## config.mk

```make
export PLATFORM = sky130hd
export DESIGN_NAME = rcs_context_switch
export DESIGN_NICKNAME = d
export VERILOG_FILES = /design/src/rcs_pkg.sv /design/src/rcs_context_switch.sv
export SDC_FILE = /design/constraint.sdc
export NUM_CORES = 1
export LEC_CHECK = 0
export BUFFER_PORTS_ARGS = -buffer_cell sky130_fd_sc_hd__buf_2
export CORE_AREA = 4 4 162 164
export CTS_BUF_LIST = sky130_fd_sc_hd__clkbuf_8
export DETAILED_ROUTE_END_ITERATION = 8
export DIE_AREA = 0 0 166 168
export GPL_TIMING_DRIVEN = 1
export PLACE_DENSITY = 0.54
export SYNTH_ARGS = -nofsm -noshare
export SYNTH_HDL_FRONTEND = slang
export SYNTH_SLANG_ARGS = --single-unit
```

## constraint.sdc

```tcl
create_clock -name i_clk -period 3.45 [get_ports i_clk]
set_clock_uncertainty 0.15 [all_clocks]
set_input_delay 0 -clock i_clk [delete_from_list [all_inputs] [get_ports i_clk]]
set_output_delay 0 -clock i_clk [all_outputs]
set_load 0.005 [all_outputs]
```

## src/rcs_pkg.sv

```systemverilog
// Package of constants and types for the render context switch unit
package rcs_pkg;
    // Context image layout
    localparam int ADDR_W = 32;
    localparam int BASE_LSB = 11;               // Base aligned to 2KB
    localparam int LINE_BYTES = 64;
    localparam int MAX_IMAGE_BYTES = 2048;
    localparam int LINE_W = 6;
    localparam logic [5:0] LINE_SHIFT = 6'h06;  // log2 of line size
    // Reset value of the transfer length, in lines
    localparam logic [5:0] LEN_RESET = 6'h20;
    // Lines of the extended area, written after the main image
    localparam logic [5:0] EXT_LINES = 6'h04;
    // Fields of the current context identifier
    localparam int EXT_SAVE_BIT = 0;
    // Interface register images written in the save
    localparam int NUM_IFREGS = 5;
    localparam logic [31:0] IMM_LOAD_HDR = 32'h11000009;
    typedef enum logic [2:0] {
        RCS_IDLE = 3'b000,
        RCS_SAVE = 3'b001,
        RCS_EXT = 3'b010,
        RCS_RESTORE = 3'b011,
        RCS_UPDATE = 3'b100
    } rcs_state_t;
endpackage

```

## src/rcs_context_switch.sv

```systemverilog
// Render context switch unit: save, restore and identifier update
`timescale 1ns/1ps
`default_nettype none
module rcs_context_switch (
    // Clock and reset
    input wire logic i_clk,
    input wire logic i_reset,
    // Command from the parser
    input wire logic i_cmd_valid,
    input wire logic i_cmd_from_ring,
    input wire logic [31:0] i_cmd_base,
    input wire logic i_cmd_load_inhibit,
    input wire logic i_cmd_force_reload,
    input wire logic i_cmd_ext_save,
    output logic o_cmd_ready,
    output logic o_cmd_rejected,
    // Debug length register
    input wire logic i_len_write,
    input wire logic [5:0] i_len_data,
    output logic [5:0] o_len,
    // Current identifier
    output logic [31:0] o_ident_base,
    output logic o_ident_ext_save,
    output logic o_ident_valid,
    // Context registers of the hardware context
    input wire logic [31:0] i_parser_mode_reg,
    input wire logic [31:0] i_cache_mode0,
    input wire logic [31:0] i_cache_mode1,
    input wire logic [31:0] i_arbitration_state_reg,
    input wire logic [31:0] i_pipe_stats,
    input wire logic [31:0] i_hw_ctx_data,
    output logic o_ctx_load,
    output logic [31:0] o_ctx_load_data,
    output logic [5:0] o_ctx_load_line,
    // Memory port, one line beat per request
    output logic o_mem_req,
    output logic o_mem_write,
    output logic [31:0] o_mem_addr,
    output logic [31:0] o_mem_wdata,
    input wire logic i_mem_ack,
    input wire logic [31:0] i_mem_rdata,
    // Status
    output logic o_busy
);
    rcs_pkg::rcs_state_t state;
    rcs_pkg::rcs_state_t next_state;
    logic [31:0] ident_base;
    logic ident_ext;
    logic ident_valid;
    logic [31:0] cmd_base;
    logic cmd_inhibit;
    logic cmd_ext;
    logic [5:0] len;
    logic [5:0] line;
    logic [5:0] next_line;
    logic [31:0] wdata;

    // Byte address of a line within an image; low bits of base dropped
    function automatic logic [31:0] line_addr(input logic [31:0] base, input logic [5:0] idx);
        line_addr = {base[31:rcs_pkg::BASE_LSB], {rcs_pkg::BASE_LSB{1'b0}}}
                    + ({26'h0, idx} << rcs_pkg::LINE_SHIFT);
    endfunction

    // Decode of the incoming command
    wire cmd_take = i_cmd_valid && state == rcs_pkg::RCS_IDLE && i_cmd_from_ring;
    wire mismatch = i_cmd_base[31:rcs_pkg::BASE_LSB] != ident_base[31:rcs_pkg::BASE_LSB];
    wire do_switch = mismatch || !ident_valid;
    wire do_save = ident_valid && (mismatch || i_cmd_force_reload);
    wire run_switch = do_switch || (do_save && i_cmd_force_reload);
    wire beat_done = o_mem_req && i_mem_ack;
    wire last_line = line == len - 6'h01;
    wire last_ext = line == rcs_pkg::EXT_LINES - 6'h01;

    // Handshake: parser held while a switch runs
    assign o_cmd_ready = state == rcs_pkg::RCS_IDLE;
    assign o_cmd_rejected = i_cmd_valid && state == rcs_pkg::RCS_IDLE && !i_cmd_from_ring;
    assign o_busy = state != rcs_pkg::RCS_IDLE;
    assign o_len = len;
    assign o_ident_base = ident_base;
    assign o_ident_ext_save = ident_ext;
    assign o_ident_valid = ident_valid;

    // Save image: line 0 carries the immediate load header and lines 1 to 5
    // the interface registers, so a restore can replay them
    always_comb begin
        case (line)
            6'h00: wdata = rcs_pkg::IMM_LOAD_HDR;
            6'h01: wdata = i_parser_mode_reg;
            6'h02: wdata = i_cache_mode0;
            6'h03: wdata = i_cache_mode1;
            6'h04: wdata = i_arbitration_state_reg;
            6'h05: wdata = i_pipe_stats;
            default: wdata = i_hw_ctx_data;
        endcase
    end

    // Memory request; only image and extended area lines are ever addressed
    assign o_mem_req = state == rcs_pkg::RCS_SAVE || state == rcs_pkg::RCS_EXT
                       || state == rcs_pkg::RCS_RESTORE;
    assign o_mem_write = state != rcs_pkg::RCS_RESTORE && o_mem_req;
    assign o_mem_addr = state == rcs_pkg::RCS_RESTORE ? line_addr(cmd_base, line)
                      : state == rcs_pkg::RCS_EXT ? line_addr(ident_base, 6'(len + line))
                      : line_addr(ident_base, line);
    assign o_mem_wdata = wdata;

    // Next state: save, extended save, restore, then update
    always_comb begin
        next_state = state;
        next_line = line;
        case (state)
            rcs_pkg::RCS_IDLE: begin
                next_line = 6'h00;
                if (cmd_take) begin
                    if (run_switch && do_save) begin
                        next_state = rcs_pkg::RCS_SAVE;
                    end else if (do_switch && !i_cmd_load_inhibit) begin
                        next_state = rcs_pkg::RCS_RESTORE;
                    end else begin
                        next_state = rcs_pkg::RCS_UPDATE;
                    end
                end
            end
            rcs_pkg::RCS_SAVE: begin
                if (beat_done) begin
                    next_line = line + 6'h01;
                    if (last_line) begin
                        next_line = 6'h00;
                        if (ident_ext) begin
                            next_state = rcs_pkg::RCS_EXT;
                        end else if (!cmd_inhibit) begin
                            next_state = rcs_pkg::RCS_RESTORE;
                        end else begin
                            next_state = rcs_pkg::RCS_UPDATE;
                        end
                    end
                end
            end
            rcs_pkg::RCS_EXT: begin
                if (beat_done) begin
                    next_line = line + 6'h01;
                    if (last_ext) begin
                        next_line = 6'h00;
                        next_state = cmd_inhibit ? rcs_pkg::RCS_UPDATE : rcs_pkg::RCS_RESTORE;
                    end
                end
            end
            rcs_pkg::RCS_RESTORE: begin
                if (beat_done) begin
                    next_line = line + 6'h01;
                    if (last_line) begin
                        next_line = 6'h00;
                        next_state = rcs_pkg::RCS_UPDATE;
                    end
                end
            end
            rcs_pkg::RCS_UPDATE: next_state = rcs_pkg::RCS_IDLE;
            default: next_state = rcs_pkg::RCS_IDLE;
        endcase
    end

    // State and line counter
    always_ff @(posedge i_clk) begin
        if (i_reset) begin
            state <= rcs_pkg::RCS_IDLE;
            line <= 6'h00;
        end else begin
            state <= next_state;
            line <= next_line;
        end
    end

    // Latched command fields for the length of the switch
    always_ff @(posedge i_clk) begin
        if (i_reset) begin
            cmd_base <= 32'h00000000;
            cmd_inhibit <= 1'b0;
            cmd_ext <= 1'b0;
        end else if (cmd_take) begin
            cmd_base <= i_cmd_base;
            cmd_inhibit <= i_cmd_load_inhibit;
            cmd_ext <= i_cmd_ext_save;
        end
    end

    // Identifier updated last, after save and restore
    always_ff @(posedge i_clk) begin
        if (i_reset) begin
            ident_valid <= 1'b0;
            ident_base <= 32'h00000000;
            ident_ext <= 1'b0;
        end else if (state == rcs_pkg::RCS_UPDATE) begin
            ident_valid <= 1'b1;
            ident_base <= {cmd_base[31:rcs_pkg::BASE_LSB], {rcs_pkg::BASE_LSB{1'b0}}};
            ident_ext <= cmd_ext;
        end
    end

    // Length register; writes ignored while a switch runs, zero kept out
    always_ff @(posedge i_clk) begin
        if (i_reset) begin
            len <= rcs_pkg::LEN_RESET;
        end else if (i_len_write && state == rcs_pkg::RCS_IDLE && i_len_data != 6'h00) begin
            len <= i_len_data;
        end
    end

    // Restored words load the hardware context
    always_ff @(posedge i_clk) begin
        if (i_reset) begin
            o_ctx_load <= 1'b0;
            o_ctx_load_data <= 32'h00000000;
            o_ctx_load_line <= 6'h00;
        end else begin
            o_ctx_load <= state == rcs_pkg::RCS_RESTORE && beat_done;
            o_ctx_load_data <= i_mem_rdata;
            o_ctx_load_line <= line;
        end
    end
endmodule
`default_nettype wire

```

======== Word-level counts from Yosys, hierarchy flattened ========
Cells that the tools add are included.
cells by class
  mux-type cells .......................... 20
  equal/unequal tests ..................... 20
  $add $sub $neg .......................... 6
  reductions and logical operators ........ 28
operators with widths
  cell                 count
  $pmux 32 s6          1
  $add 32x12->32       3
  $mux 32              2
  $mux 3               11
  $mux 6               4
  $ne 21x21->1         1
  $pmux 6 s3           1
  $eq 6x2->1 const B   2
  $eq 6x3->1 const B   2
  $logic_and 1x1->1    12
  $ne 2x2->1 const B   6
  $pmux 3 s4           1
  $reduce_and 7->1     1
  $add 6x1->6 const B  1
  $add 6x6->6          1
  $eq 3x2->1 const B   2
  $eq 6x1->1 const B   1
  $eq 6x6->1           1
  $logic_not 6->1      1
  $reduce_bool 3->1    2
  $reduce_bool 6->1    1
  $sub 6x1->6 const B  1
  $logic_or 1x1->1     5
  $ne 2x1->1 const B   2
  other kinds (7)      9
word-level totals
  output and inout port bits .............. 148
  word-level logic and storage cells ...... 86
  bits in registers ....................... 111
  input bits .............................. 271

======== Longest topological paths before layout ========
  depth in word-level cells ............... 9
  mapped depth ............................ 16
  mapped depth without buffers ............ 15

======== Worst setup path after synthesis ========
No wires, ideal clock.
  path type ............................... reg-to-output
  from .................................... register line[1]
  to ...................................... output port o_mem_addr[29]
  arrival ................................. 3.047 ns
  setup slack ............................. 0.253 ns
  data required time ...................... 3.300 ns
  path buffers ............................ 0
  stages on the path, launching flop included .. 15
  cell sequence ........................... dfxtp_1 -> ha_1 -> a21o_1 -> a21o_1 -> a21oi_1 -> or4b_2 -> nand3_1 -> xor2_1 -> ha_1 -> ha_1 -> nand4_1 -> nor3_1 -> nand3_1 -> xor2_1 -> mux2i_1
on the way
  longest elaborated chain between the ends .. 4
  elaborated cells on any way between the ends .. 6
  classes of those cells .................. add/sub: 4; mux: 2
ends and longest elaborated chain
  element                 RTL line                   text
  from (decl)             rcs_context_switch.sv:54   logic [5:0] line;
  from (signal assigned)  rcs_context_switch.sv:168  line <= next_line;
  $add 6x6->6             rcs_context_switch.sv:102  : state == rcs_pkg::RCS_EXT ? line_addr(ident_base, 6'(len + line))
  $add 32x12->32          rcs_context_switch.sv:61   + ({26'h0, idx} << rcs_pkg::LINE_SHIFT);
  $mux 32                 rcs_context_switch.sv:102
  $mux 32 *               rcs_context_switch.sv:101  assign o_mem_addr = state == rcs_pkg::RCS_RESTORE ? line_addr(cmd_base, line)
  to (decl)               rcs_context_switch.sv:38   output logic [31:0] o_mem_addr,
Mark *: on every way between the ends. The rest lies on a longest branch, timed or not.

======== Worst setup path in the final report ========
  from .................................... register len[1] (netlist: o_len[1])
  to ...................................... output port o_mem_addr[31]
on the way
  longest elaborated chain between the ends .. 4
ends and longest elaborated chain
  element                 RTL line                   text
  from (decl)             rcs_context_switch.sv:53   logic [5:0] len;
  from (signal assigned)  rcs_context_switch.sv:201  len <= rcs_pkg::LEN_RESET;
  from (signal assigned)  rcs_context_switch.sv:203  len <= i_len_data;
  $add 6x6->6             rcs_context_switch.sv:102
  $add 32x12->32          rcs_context_switch.sv:61
  $mux 32                 rcs_context_switch.sv:102
  $mux 32                 rcs_context_switch.sv:101
No other way between the ends.

==> impl_metrics.env <==
export IMPL_outcome="complete, but fails checks"
export IMPL_violations="negative setup slack"
export IMPL_die_w_um=166
export IMPL_drive_gt1_share_pct=37.4
export IMPL_tns_ns=-1.03
export IMPL_cp_data_arrival_time_ns=3.44
export IMPL_synthFlopType="dfxtp_1"
export IMPL_hold_viol_final=0
export IMPL_p_leak_nw=4.59
export IMPL_fin_cells=1612
export IMPL_rsz0062_at_grt="yes"
export IMPL_startpoint_type="flip-flop"
export IMPL_worst_slew_pin_slew_ns=0.871
export IMPL_reg2reg_to="o_len[4]"
export IMPL_grt_pass1_wl_um=43600
export IMPL_io_pins=419
export IMPL_die_area_sq_um=27900
export IMPL_synth_top_cells_by_area="dfxtp_1, nand2_1, xor2_1"
export IMPL_grt_max_degree=46
export IMPL_firstDrtPassIters=8
export IMPL_port_buffers=390
export IMPL_gr_total_overflow=0
export IMPL_wl_per_cell_um=18.0
export IMPL_clk_pin_slew_ns=0.12
export IMPL_synth_edf_count=0
export IMPL_fillers=2574
export IMPL_drc=0
export IMPL_layout_nets=1564
export IMPL_first_iter_violations=594
export IMPL_stdcell_area_sq_um=9740
export IMPL_row_count=58
export IMPL_ys_types=62
export IMPL_antenna_cells=0
export IMPL_grt_use_total_pct=19.5
export IMPL_path_max_fanout=3
export IMPL_required_ns=3.30
export IMPL_antenna_found_initial=1
export IMPL_h_tree_depth=3
export IMPL_cts_root_buf="clkbuf_8"
export IMPL_maxSlewViolCount=0
export IMPL_place_ws_ns=-0.0132
export IMPL_synthArstFlopShare_pct=0
export IMPL_clk_path_buf_depth=2
export IMPL_r2r_cells=6
export IMPL_postLayoutSetupSlackWorst_ns=-0.139
export IMPL_cts_buffers=9
export IMPL_fmax_mhz=279
export IMPL_dpl_hpwl_um=22600
export IMPL_crit_path_end_kind="primary output"
export IMPL_clock_latency_ns=0.39
export IMPL_drtAntennaViolNets=0
export IMPL_hp_class="in -> reg"
export IMPL_finalCritPeriodShare_pct=104
export IMPL_timing_hold_ws_ns=0.0321
export IMPL_start_util_pct=25.4
export IMPL_areaGrowthSynthToFinish_pct=53.9
export IMPL_dp_cells=1520
export IMPL_r2r_start="state[2]"
export IMPL_syn_inst=825
export IMPL_viasPerCell=4.83
export IMPL_crit_start="o_len[1]"
export IMPL_cellPowerDensity_nw_per_um2=387
export IMPL_synth_seq_cells=100
export IMPL_ys_warn_count=0
export IMPL_setup_viol=10
export IMPL_met3_length_um=2270
export IMPL_ys_seq_area_share_pct=31.6
export IMPL_cp_endpoint="o_mem_addr[31]"
export IMPL_avgSynthCellArea_sq_um=7.68
export IMPL_worstSetupPathType="reg -> out"
export IMPL_top_layer_used="met5"
export IMPL_final_util_pct=39.1
export IMPL_yosys_area_top_type="dfxtp_1"
export IMPL_maxCapViolCount=0
export IMPL_min_period_ns=3.59
export IMPL_cts_tree="done"
export IMPL_met2_length_um=14600
export IMPL_slew_headroom_pct=41.8
export IMPL_gp_congestion=0.918
export IMPL_cts_sinks=100
export IMPL_vias=7786
export IMPL_place_area_sq_um=8660
export IMPL_synthDominantCellAreaShare_pct=31.6
export IMPL_core_area_sq_um=24900
export IMPL_vdd_ir_drop_max_mv=0.309
export IMPL_synthesis_area_sq_um=6330
export IMPL_r2r_slack_ns=0.86
export IMPL_grt_pass1_vias=7740
export IMPL_die_h_um=168
export IMPL_totalWireLength_um=29000
export IMPL_wl_met1_um=11500
export IMPL_power_mw=3.77
## layout make-up
class,count,area (sq um),area share [%]
multi-input combinational,647,4060,41.7
timing repair buffer,504,3000,30.8
sequential,100,2000,20.6
tap,330,413,4.24
clock buffer,9,124,1.27
clock inverter,7,91.3,0.937
inverter,15,56.3,0.578
## worst min-delay path by stage
stage / cells past startpoint / startpoint / endpoint / slack [ns]
6_report: 5 / i_cmd_valid / cmd_base[31] / 0.03
5_1_grt: 5 / i_cmd_valid / cmd_base[24] / 0.03
4_1_cts: 5 / i_cmd_valid / cmd_base[31] / 0.02
3_5_place_dp: 2 / i_mem_rdata[14] / o_ctx_load_data[14] / 0.06
3_3_place_gp: 2 / i_mem_rdata[31] / o_ctx_load_data[31] / 0.06
2_1_floorplan: 1 / i_cmd_from_ring / o_cmd_rejected / -0.12
## cell usage after synthesis (9+ instances only)
cell type    n
nor2_1      75
xor2_1      49
mux2i_1      9
nor2b_1     38
a222oi_1    28
nand3_1     34
dfxtp_1    100
buf_2       13
nor3_1      10
ha_1        15
inv_1       15
a22oi_1     33
a31oi_1     35
o21ai_0     14
xnor2_1     19
a21oi_1     66
clkbuf_1    45
nand2_1    132
buf_4       18
## report_power, final
group	switching [mW]	leakage, nW	internal (mW)
logic	0.905	3.66	0.716
clock network	0.471	0.111	0.356
registers	0.0813	0.819	1.24
total	1.46	4.59	2.32
## per-layer routing
layer | up-vias | GRT usage [%]
met4 | 2 | 5.60
met1 | 3615 | 22.5
met2 | 344 | 35.0
met3 | 38 | 5.64
met5 | - | 0
li1 | 3787 | -
## placed cells by master, fill, tap and decap left out, drive strengths merged, types with 3 or more instances in the layout
| cell | instances |
|---|---|
| a21oi | 66 |
| a22oi | 33 |
| a221oi | 4 |
| buf | 430 |
| ha | 15 |
| a21o | 4 |
| dlygate4sd3 | 74 |
| nor2b | 38 |
| nand2b | 3 |
| nor3b | 3 |
| conb | 17 |
| clkbuf | 9 |
| nand3 | 34 |
| dfxtp | 100 |
| xor2 | 49 |
| and4 | 3 |
| and3 | 7 |
| nor2 | 75 |
| a222oi | 28 |
| xnor2 | 20 |
| inv | 19 |
| nand4 | 4 |
| nor4 | 8 |
| nor3 | 11 |
| o21ai | 15 |
| a31oi | 36 |
| and2 | 3 |
| mux2i | 9 |
| mux2 | 3 |
| nand2 | 132 |
## worst max-delay path: stages (launching register included)
cell	delay, ns
dfxtp_2	0.35
ha_4	0.25
a21o_1	0.11
a21o_1	0.15
a21oi_2	0.07
or4b_4	0.48
nand3_2	0.08
xor2_1	0.16
buf_4	0.17
ha_4	0.14
ha_4	0.12
nand4_1	0.15
nor3_2	0.16
buf_4	0.14
nand3_2	0.08
xor2_1	0.17
mux2i_1	0.13
buf_2	0.13
## flip-flops by register name, summed over array words and instances, names as in the netlist
name and count:
o_ctx_load_data 32, cmd_base 21, o_ctx_load_line 6, o_ident_valid 1
cmd_inhibit 1, o_len 6, cmd_ext 1, o_ctx_load 1
o_ident_base 21, state 3, o_ident_ext_save 1, line 6
## cells by family after synthesis
kind of cell / Yosys count / share of synthesized area [%]
other: 1 / 0.0592
xor gates and xnor gates: 69 / 9.66
DFF: 100 / 31.6
and+or+nand+nor: 332 / 24.7
adders and majority gates: 16 / 3.28
AOI/OAI and AO/OA: 201 / 21.6
buffers and inverters: 94 / 7.13
muxes: 12 / 1.96
## what timing repair did
item	in CTS	in global routing
setup buffers	1	1
endpoints found under the hold margin	75	0
setup endpoints to repair	17	16
pin swaps	9	10
hold buffers	74	0
gates resized for setup	14	11
No activity file was read; power rests on OpenSTA's default activity.
